$ cat src/ifd_cfg.svh
// Field positions and encodings shared by the instruction format decoder
// Function
// - Zero-operand words extract no fields
// - Destination field bits 11..8, control source
// - Source field bits 11..8, control destination, jump
// - Two-register direct, indirect, predec, indexed, postinc
// - Multiply-accumulate reads both fields, source post-incremented, destination as accumulator
// - Short displacement base 7..4, disp 3..0
// - Three-field displacement store and load
// - Eight-bit displacement, global base and PC
// - Operand roles follow the operation kind
// - Zero-extend disp, scale by 1, 2, 4
`ifndef IFD_CFG_SVH
`define IFD_CFG_SVH
`define IFD_WORD_W 16
`define IFD_HI_FLD_MSB 11
`define IFD_HI_FLD_LSB 8
`define IFD_LO_FLD_MSB 7
`define IFD_LO_FLD_LSB 4
`define IFD_D4_MSB 3
`define IFD_D8_MSB 7
`define IFD_D12_MSB 11
`define IFD_IMM_MSB 7
`define IFD_SCALED_W 10
`define IFD_ZERO_REG 4'h0
`endif

$ cat src/ifd_pkg.sv
// Types of the instruction format decoder
package ifd_pkg;
  // Operand role variant, chosen upstream from the operation code
  typedef enum logic [4:0] {
    IFD_K_ZERO = 5'b00000, IFD_K_N_DIRECT = 5'b00001,
    IFD_K_N_CTRL = 5'b00010, IFD_K_N_CTRL_PREDEC = 5'b00011,
    IFD_K_M_CTRL = 5'b00100, IFD_K_M_CTRL_POSTINC = 5'b00101,
    IFD_K_M_JUMP = 5'b00110, IFD_K_NM_DIRECT = 5'b00111,
    IFD_K_NM_IND = 5'b01000, IFD_K_NM_PREDEC = 5'b01001,
    IFD_K_NM_INDEXED = 5'b01010, IFD_K_NM_POSTINC = 5'b01011,
    IFD_K_NM_MAC = 5'b01100, IFD_K_MD_LOAD = 5'b01101,
    IFD_K_ND4_STORE = 5'b01110, IFD_K_NMD_STORE = 5'b01111,
    IFD_K_NMD_LOAD = 5'b10000, IFD_K_D_GLB_LOAD = 5'b10001,
    IFD_K_D_GLB_STORE = 5'b10010, IFD_K_D_PC_ADDR = 5'b10011,
    IFD_K_D_BRANCH = 5'b10100, IFD_K_D12_BRANCH = 5'b10101,
    IFD_K_ND8_LOAD = 5'b10110, IFD_K_I_GLB_IDX = 5'b10111,
    IFD_K_I_ZREG = 5'b11000, IFD_K_I_TRAP = 5'b11001,
    IFD_K_NI = 5'b11010
  } ifd_kind_t;

  typedef enum logic [3:0] {
    IFD_AM_NONE = 4'b0000, IFD_AM_DIRECT = 4'b0001,
    IFD_AM_INDIRECT = 4'b0010, IFD_AM_POSTINC = 4'b0011,
    IFD_AM_PREDEC = 4'b0100, IFD_AM_INDEXED = 4'b0101,
    IFD_AM_DISP4 = 4'b0110, IFD_AM_GLB_DISP = 4'b0111,
    IFD_AM_GLB_INDEXED = 4'b1000, IFD_AM_PC_DISP = 4'b1001,
    IFD_AM_PC_REL = 4'b1010, IFD_AM_IMM = 4'b1011,
    IFD_AM_CTRL = 4'b1100, IFD_AM_ACCUM = 4'b1101
  } ifd_mode_t;

  typedef enum logic [1:0] {
    IFD_SZ_BYTE = 2'b00, IFD_SZ_WORD = 2'b01, IFD_SZ_LONG = 2'b10
  } ifd_size_t;

  typedef struct packed {
    logic valid;
    ifd_mode_t src_mode;
    ifd_mode_t dst_mode;
    logic [3:0] src_reg;
    logic [3:0] dst_reg;
    logic src_used;
    logic dst_used;
    logic dst_is_src;
    logic [11:0] disp;
    logic [9:0] disp_scaled;
    logic [7:0] imm;
    logic use_zreg;
    logic use_accum;
    logic use_ctrl;
    logic use_glb;
    logic bad_kind;
  } ifd_state_t;
endpackage

$ cat src/ifd_disp_scale.sv
// Zero-extends and scales a register or base-relative displacement
`timescale 1ns/1ps
`include "ifd_cfg.svh"
module ifd_disp_scale (
  // Displacement in
  input wire logic [7:0] disp_raw,
  input wire logic wide_disp,
  input wire ifd_pkg::ifd_size_t acc_size,
  // Scaled offset out
  output logic [`IFD_SCALED_W-1:0] disp_scaled
);
  import ifd_pkg::*;
  logic [7:0] ext;

  // A 4-bit field never carries sign, so upper bits are forced low
  assign ext = wide_disp ? disp_raw : {4'h0, disp_raw[`IFD_D4_MSB:0]};

  always_comb begin
    unique case (acc_size)
      IFD_SZ_WORD: disp_scaled = {1'b0, ext, 1'b0};
      IFD_SZ_LONG: disp_scaled = {ext, 2'b00};
      default: disp_scaled = {2'b00, ext};
    endcase
  end
endmodule

$ cat src/ifd_decoder.sv
// Instruction format decoder: fields, addressing modes, implicit operands
`timescale 1ns/1ps
`include "ifd_cfg.svh"
module ifd_decoder (
  // Clock and reset
  input wire logic ref_clk,
  input wire logic rstn,
  // From fetch and operation decode
  input wire logic instr_valid,
  input wire logic [`IFD_WORD_W-1:0] instr_word,
  input wire ifd_pkg::ifd_kind_t instr_kind,
  input wire ifd_pkg::ifd_size_t acc_size,
  // Decoded operands
  output logic dec_valid,
  output ifd_pkg::ifd_mode_t src_mode,
  output ifd_pkg::ifd_mode_t dst_mode,
  output logic [3:0] src_reg_field,
  output logic [3:0] dest_reg_field,
  output logic src_reg_used,
  output logic dst_reg_used,
  output logic dst_field_is_src,
  output logic [11:0] disp_field,
  output logic [9:0] disp_scaled,
  output logic [7:0] imm_field,
  // Implicit operands and unassigned-kind flag
  output logic uses_implicit_reg_zero,
  output logic uses_accumulator,
  output logic uses_ctrl_reg,
  output logic uses_global_base_reg,
  output logic bad_kind
);
  import ifd_pkg::*;

  ifd_state_t st_ff;
  ifd_state_t nxt_st;
  logic rst_meta_ff;
  logic rst_sync_ff;
  logic [9:0] scaled;
  logic wide_disp;

  function automatic logic [3:0] hi_field(input logic [15:0] w);
    hi_field = w[`IFD_HI_FLD_MSB:`IFD_HI_FLD_LSB];
  endfunction

  function automatic logic [3:0] lo_field(input logic [15:0] w);
    lo_field = w[`IFD_LO_FLD_MSB:`IFD_LO_FLD_LSB];
  endfunction

  // Reset release is synchronised; assertion stays asynchronous
  always_ff @(posedge ref_clk or negedge rstn) begin
    if (!rstn) begin
      rst_meta_ff <= 1'b0;
      rst_sync_ff <= 1'b0;
    end else begin
      rst_meta_ff <= 1'b1;
      rst_sync_ff <= rst_meta_ff;
    end
  end

  // Only global-base displacements are 8 bits wide and scaled here
  assign wide_disp = (instr_kind == IFD_K_D_GLB_LOAD) ||
                     (instr_kind == IFD_K_D_GLB_STORE);

  ifd_disp_scale u_scale (
    .disp_raw(instr_word[7:0]),
    .wide_disp(wide_disp),
    .acc_size(acc_size),
    .disp_scaled(scaled)
  );

  always_comb begin
    nxt_st = '0;
    nxt_st.valid = instr_valid;
    nxt_st.src_mode = IFD_AM_NONE;
    nxt_st.dst_mode = IFD_AM_NONE;
    if (instr_valid) begin
      // Same bit position means different roles per kind
      unique case (instr_kind)
        IFD_K_ZERO: begin
          nxt_st.valid = 1'b1;
        end
        IFD_K_N_DIRECT: begin
          nxt_st.dst_reg = hi_field(instr_word);
          nxt_st.dst_used = 1'b1;
          nxt_st.dst_mode = IFD_AM_DIRECT;
        end
        IFD_K_N_CTRL, IFD_K_N_CTRL_PREDEC: begin
          nxt_st.dst_reg = hi_field(instr_word);
          nxt_st.dst_used = 1'b1;
          nxt_st.src_mode = IFD_AM_CTRL;
          nxt_st.use_ctrl = 1'b1;
          nxt_st.dst_mode = (instr_kind == IFD_K_N_CTRL) ?
                            IFD_AM_DIRECT : IFD_AM_PREDEC;
        end
        IFD_K_M_CTRL, IFD_K_M_CTRL_POSTINC, IFD_K_M_JUMP: begin
          nxt_st.src_reg = hi_field(instr_word);
          nxt_st.src_used = 1'b1;
          if (instr_kind == IFD_K_M_JUMP) begin
            nxt_st.src_mode = IFD_AM_INDIRECT;
          end else begin
            nxt_st.dst_mode = IFD_AM_CTRL;
            nxt_st.use_ctrl = 1'b1;
            nxt_st.src_mode = (instr_kind == IFD_K_M_CTRL) ?
                              IFD_AM_DIRECT : IFD_AM_POSTINC;
          end
        end
        IFD_K_NM_DIRECT, IFD_K_NM_IND, IFD_K_NM_PREDEC,
        IFD_K_NM_INDEXED, IFD_K_NM_POSTINC: begin
          nxt_st.dst_reg = hi_field(instr_word);
          nxt_st.src_reg = lo_field(instr_word);
          nxt_st.src_used = 1'b1;
          nxt_st.dst_used = 1'b1;
          nxt_st.src_mode = (instr_kind == IFD_K_NM_POSTINC) ?
                            IFD_AM_POSTINC : IFD_AM_DIRECT;
          unique case (instr_kind)
            IFD_K_NM_IND: nxt_st.dst_mode = IFD_AM_INDIRECT;
            IFD_K_NM_PREDEC: nxt_st.dst_mode = IFD_AM_PREDEC;
            IFD_K_NM_INDEXED: begin
              nxt_st.dst_mode = IFD_AM_INDEXED;
              nxt_st.use_zreg = 1'b1;
            end
            default: nxt_st.dst_mode = IFD_AM_DIRECT;
          endcase
        end
        IFD_K_NM_MAC: begin
          nxt_st.dst_reg = hi_field(instr_word);
          nxt_st.src_reg = lo_field(instr_word);
          nxt_st.src_used = 1'b1;
          nxt_st.dst_used = 1'b1;
          nxt_st.dst_is_src = 1'b1;
          nxt_st.src_mode = IFD_AM_POSTINC;
          nxt_st.dst_mode = IFD_AM_ACCUM;
          nxt_st.use_accum = 1'b1;
        end
        IFD_K_MD_LOAD, IFD_K_ND4_STORE: begin
          nxt_st.disp = {8'h00, instr_word[`IFD_D4_MSB:0]};
          nxt_st.disp_scaled = scaled;
          nxt_st.use_zreg = 1'b1;
          if (instr_kind == IFD_K_MD_LOAD) begin
            nxt_st.src_reg = lo_field(instr_word);
            nxt_st.src_used = 1'b1;
            nxt_st.src_mode = IFD_AM_DISP4;
            nxt_st.dst_mode = IFD_AM_DIRECT;
            nxt_st.dst_reg = `IFD_ZERO_REG;
          end else begin
            nxt_st.dst_reg = lo_field(instr_word);
            nxt_st.dst_used = 1'b1;
            nxt_st.dst_mode = IFD_AM_DISP4;
            nxt_st.src_mode = IFD_AM_DIRECT;
            nxt_st.src_reg = `IFD_ZERO_REG;
          end
        end
        IFD_K_NMD_STORE, IFD_K_NMD_LOAD: begin
          nxt_st.disp = {8'h00, instr_word[`IFD_D4_MSB:0]};
          nxt_st.disp_scaled = scaled;
          nxt_st.dst_reg = hi_field(instr_word);
          nxt_st.src_reg = lo_field(instr_word);
          nxt_st.src_used = 1'b1;
          nxt_st.dst_used = 1'b1;
          if (instr_kind == IFD_K_NMD_STORE) begin
            nxt_st.src_mode = IFD_AM_DIRECT;
            nxt_st.dst_mode = IFD_AM_DISP4;
          end else begin
            nxt_st.src_mode = IFD_AM_DISP4;
            nxt_st.dst_mode = IFD_AM_DIRECT;
          end
        end
        IFD_K_D_GLB_LOAD, IFD_K_D_GLB_STORE: begin
          nxt_st.disp = {4'h0, instr_word[`IFD_D8_MSB:0]};
          nxt_st.disp_scaled = scaled;
          nxt_st.use_zreg = 1'b1;
          nxt_st.use_glb = 1'b1;
          nxt_st.src_mode = (instr_kind == IFD_K_D_GLB_LOAD) ?
                            IFD_AM_GLB_DISP : IFD_AM_DIRECT;
          nxt_st.dst_mode = (instr_kind == IFD_K_D_GLB_LOAD) ?
                            IFD_AM_DIRECT : IFD_AM_GLB_DISP;
        end
        IFD_K_D_PC_ADDR, IFD_K_D_BRANCH: begin
          nxt_st.disp = {4'h0, instr_word[`IFD_D8_MSB:0]};
          if (instr_kind == IFD_K_D_PC_ADDR) begin
            nxt_st.src_mode = IFD_AM_PC_DISP;
            nxt_st.dst_mode = IFD_AM_DIRECT;
            nxt_st.use_zreg = 1'b1;
          end else begin
            nxt_st.src_mode = IFD_AM_PC_REL;
          end
        end
        IFD_K_D12_BRANCH: begin
          nxt_st.disp = instr_word[`IFD_D12_MSB:0];
          nxt_st.src_mode = IFD_AM_PC_REL;
        end
        IFD_K_ND8_LOAD: begin
          nxt_st.disp = {4'h0, instr_word[`IFD_D8_MSB:0]};
          nxt_st.dst_reg = hi_field(instr_word);
          nxt_st.dst_used = 1'b1;
          nxt_st.src_mode = IFD_AM_PC_DISP;
          nxt_st.dst_mode = IFD_AM_DIRECT;
        end
        IFD_K_I_GLB_IDX, IFD_K_I_ZREG, IFD_K_I_TRAP, IFD_K_NI: begin
          nxt_st.imm = instr_word[`IFD_IMM_MSB:0];
          nxt_st.src_mode = IFD_AM_IMM;
          unique case (instr_kind)
            IFD_K_I_GLB_IDX: begin
              nxt_st.dst_mode = IFD_AM_GLB_INDEXED;
              nxt_st.use_zreg = 1'b1;
              nxt_st.use_glb = 1'b1;
            end
            IFD_K_I_ZREG: begin
              nxt_st.dst_mode = IFD_AM_DIRECT;
              nxt_st.use_zreg = 1'b1;
            end
            IFD_K_NI: begin
              nxt_st.dst_reg = hi_field(instr_word);
              nxt_st.dst_used = 1'b1;
              nxt_st.dst_mode = IFD_AM_DIRECT;
            end
            default: nxt_st.dst_mode = IFD_AM_NONE;
          endcase
        end
        default: begin
          // Unassigned kind codes decode to nothing but are flagged
          nxt_st.bad_kind = 1'b1;
        end
      endcase
    end
  end

  always_ff @(posedge ref_clk or negedge rst_sync_ff) begin
    if (!rst_sync_ff) begin
      st_ff <= '0;
    end else begin
      st_ff <= nxt_st;
    end
  end

  assign dec_valid = st_ff.valid;
  assign src_mode = st_ff.src_mode;
  assign dst_mode = st_ff.dst_mode;
  assign src_reg_field = st_ff.src_reg;
  assign dest_reg_field = st_ff.dst_reg;
  assign src_reg_used = st_ff.src_used;
  assign dst_reg_used = st_ff.dst_used;
  assign dst_field_is_src = st_ff.dst_is_src;
  assign disp_field = st_ff.disp;
  assign disp_scaled = st_ff.disp_scaled;
  assign imm_field = st_ff.imm;
  assign uses_implicit_reg_zero = st_ff.use_zreg;
  assign uses_accumulator = st_ff.use_accum;
  assign uses_ctrl_reg = st_ff.use_ctrl;
  assign uses_global_base_reg = st_ff.use_glb;
  assign bad_kind = st_ff.bad_kind;
endmodule

$ cat config.mk
export PLATFORM = sky130hd
export DESIGN_NAME = ifd_decoder
export DESIGN_NICKNAME = d
export VERILOG_FILES = /design/src/ifd_pkg.sv /design/src/ifd_disp_scale.sv /design/src/ifd_decoder.sv
export VERILOG_INCLUDE_DIRS = /design/src
export SDC_FILE = /design/constraint.sdc
export NUM_CORES = 1
export LEC_CHECK = 0
export BUFFER_PORTS_ARGS = -buffer_cell sky130_fd_sc_hd__buf_2
export CAP_MARGIN = 20
export CORE_ASPECT_RATIO = 1.25
export CORE_MARGIN = 2
export CORE_UTILIZATION = 53
export DETAILED_ROUTE_END_ITERATION = 16
export HOLD_SLACK_MARGIN = 0.06
export PLACE_DENSITY = 0.81
export SLEW_MARGIN = 20
export SYNTH_ARGS = -nofsm -noshare
export SYNTH_HDL_FRONTEND = slang
export SYNTH_SLANG_ARGS = --single-unit
$ cat constraint.sdc
create_clock -name ref_clk -period 4.01 [get_ports ref_clk]
set_input_delay 0.2005 -clock ref_clk [delete_from_list [all_inputs] [get_ports ref_clk]]
set_output_delay 0.2005 -clock ref_clk [all_outputs]
set_load 0.05 [all_outputs]
==> results.json <==
{
  "cp_max_fo": 31,
  "nets": 372,
  "largest_register_ffs": 12,
  "required_ns": 4.18,
  "setup_violations": 0,
  "drive_above_1_share": 0.290,
  "synth-edff-count": 0,
  "fin_hold_ws_ns": 0.136,
  "pre_cts_ws_ns": 2.34,
  "max_freq_mhz": 722,
  "num_io_pins": 81,
  "path_delay_family": "simple AND/OR/NAND/NOR gates",
  "fin_ws_ns": 2.62,
  "worst_pin_slew_ns": 0.649,
  "hold_path.class": "primary input to flip-flop",
  "design.core.area_um2": 5080,
  "grt_start_max_net_pins": 55,
  "relSlewSlack": 0.567,
  "cts_htree_levels": 2,
  "cp_num_buf_inv": 1,
  "postLayoutCoreUtil": 0.632,
  "rows": 29,
  "grt_pass1_vias": 2020,
  "synth_cells": 283,
  "place_area_um2": 3100,
  "dp.cells": 398,
  "dieArea_um2": 5850,
  "critPathKind": "primary input to flip-flop",
  "min_to": "disp_field[9]",
  "synth_seq_area_share": 0.503,
  "endpoint_kind": "flip-flop",
  "crit_path_start_kind": "primary input",
  "dpl.hpwl_um": 4270,
  "cts-resized-gates": 0,
  "power_density_nw_per_um2": 352,
  "wire_per_inst_um": 14.7,
  "first_pass_iters": 4,
  "worstHoldStart": "instr_word[9]",
  "die_w_um": 68.8,
  "synth_ff_type": "dfrtp_1",
  "ant_nets": 0,
  "r2r_setup_slack_ns": 3.22,
  "p_sw_frac": 0.317,
  "syn_nets": 311,
  "cts.sinks": 56,
  "area_growth_pct": 15.2,
  "route.vias.total": 2270,
  "syn_area_um2": 2780,
  "path_clk_slew_ns": 0.10,
  "worstHoldPathCells": 2,
  "min_period_over_period": 0.346,
  "synth_warnings": 0,
  "vias_per_cell": 5.58,
  "worstReg2RegStart": "rst_sync_ff",
  "drv_cap": 0,
  "start_util": 0.548,
  "p_int_mw": 0.772,
  "ys_seq_elements": 56,
  "fin_crit_ns": 1.39,
  "fin_tns_setup_ns": 0,
  "status": "finished clean",
  "clock_skew_ns": 0.00775,
  "max_stage_delay_ns": 0.43,
  "gp_congestion": 0.885,
  "r2r_cells": 0,
  "route.detailed.drc": 0,
  "pwr-share-seq": 0.526,
  "p_sw_mw": 0.359,
  "path_cells": "buf_2, nor2b_1, or3_1, a31oi_2, a211oi_1",
  "finalPower_mw": 1.13,
  "die_y_um": 85.0,
  "slew_violations": 0,
  "postLayoutCellArea_um2": 3210,
  "root_buffer": "clkbuf_8",
  "slowest_stage": "buf_2",
  "async_flop_share": 1.00,
  "grt_pass1_wl_um": 9510,
  "layoutNonFillerInstCount": 407,
  "synth.distinct_cells": 54,
  "r2r-end": "dest_reg_field[0]",
  "drt_wl_total_um": 5990,
  "rsz0062_at_grt": "no",
  "vdd_drop_max_mv": 0.214,
  "pwr-share-comb": 0.196,
  "crit_arrival_ns": 1.56,
  "antenna_cells": 0,
  "cts_tree": "built",
  "leakage_nw": 1.60,
  "drt_iter0_drc": 105,
  "synth.avg_cell_area_um2": 9.84,
  "hold_viol": 0,
  "cts_buffers": 5,
  "antenna_found_initial": 0,
  "clk_latency_ns": 0.31,
  "p_clk_frac": 0.278,
  "grt_overflow": 0,
  "numPortBuffers": 76,
  "clock_path_buffers": 2,
  "grt_use_total": 0.214
}
## power by group through the flow
stage | clock network, mW | logic (mW) | registers, mW
6_report | 0.314 | 0.221 | 0.595
5_1_grt | 0.346 | 0.239 | 0.600
4_1_cts | 0.325 | 0.220 | 0.596
3_5_place_dp | 0 | 0.219 | 0.607
3_3_place_gp | 0 | 0.215 | 0.606
2_1_floorplan | 0 | 0.111 | 0.665
## layer usage
layer  wire [µm]  part of all wire  global-route usage  vias up
met5           0                 0                   0        -
met4         141             0.024              0.0945        0
met3         339             0.057              0.0279        9
met2        3030              0.51               0.346       91
met1        2480              0.41               0.284     1054
li1            -                 -                   -     1116
## logic make-up after synthesis
family          count (synthesis)  synth area share
fa+ha+maj                       2           0.00899
simple gates                  115             0.217
mux                             3            0.0121
flops                          56             0.503
other cells                     1           0.00135
xor+xnor                        3           0.00944
compound gates                 72             0.185
buf+inv                        31            0.0625
## cell usage in the layout, fill, tap and decap left out, types with 2 or more instances in the layout
cell type / instances
o21a_1: 4
a21oi_1: 11
inv_2: 2
dfrtp_1: 55
and2_1: 16
o21ai_0: 8
nand2b_1: 6
nand2_1: 28
inv_1: 6
nor2b_1: 6
or3_1: 2
a211oi_1: 7
nor3b_1: 2
ha_1: 2
a221oi_1: 4
a22oi_1: 4
and3_1: 3
xnor2_1: 2
nor4_1: 2
o32ai_1: 2
nor3_2: 2
clkbuf_8: 5
o21ai_1: 8
nand3_1: 12
a21oi_2: 2
a211oi_2: 2
a31oi_1: 6
nand3b_1: 2
buf_2: 76
mux2i_1: 2
nor2_1: 22
a21o_1: 3
nor3_1: 7
## synth_stat cells, types with 2 or more instances
cell	number	share of area
o32ai_1	2	0.0063
nor3_2	2	0.0072
nor4_1	2	0.0045
nand2b_1	6	0.013
a21oi_2	2	0.0063
nor3b_1	2	0.0054
mux2i_1	2	0.0072
nand2_1	28	0.038
o21a_1	4	0.011
a22oi_1	4	0.011
o21ai_0	8	0.014
nor2b_1	6	0.013
nand3_1	12	0.022
a211oi_1	7	0.019
nor2_1	22	0.030
a21o_1	3	0.0081
and3_1	3	0.0067
xnor2_1	2	0.0063
a211oi_2	2	0.0090
and2_1	16	0.036
a221oi_1	4	0.013
buf_4	8	0.022
buf_2	4	0.0072
nand3b_1	2	0.0054
dfrtp_1	56	0.50
inv_2	2	0.0027
buf_6	3	0.012
o21ai_1	8	0.014
inv_1	6	0.0081
or3_1	2	0.0045
ha_1	2	0.0090
nor3_1	7	0.013
a31oi_1	6	0.013
clkbuf_1	8	0.011
a21oi_1	11	0.020
## final cells by class
cell class	instances	area (µm²)
multi-input cells	196	1210
fillers	433	1870
inverters	8	30.0
repair buffers	77	390
well taps	62	77.6
clock buffers	5	68.8
clock inverters	3	27.5
flip-flops and latches	56	1410
## how the worst max path moves through the flow
stage / cells after the start / startpoint / end
after global routing: 5 / instr_kind[4] / disp_field[4]
after global placement: 5 / instr_kind[2] / dest_reg_field[3]
after detailed placement: 5 / instr_kind[2] / dest_reg_field[3]
after floorplan: 0 / rst_sync_ff / bad_kind
final: 5 / instr_kind[2] / dest_reg_field[3]
after CTS: 5 / instr_kind[2] / dest_reg_field[3]
## what timing repair did
item / CTS / global route
buffers inserted: 0 / 0
hold endpoints to repair: 2 / 0
hold buffers: 1 / 0
Note: power is estimated with default switching activity, not from simulation.
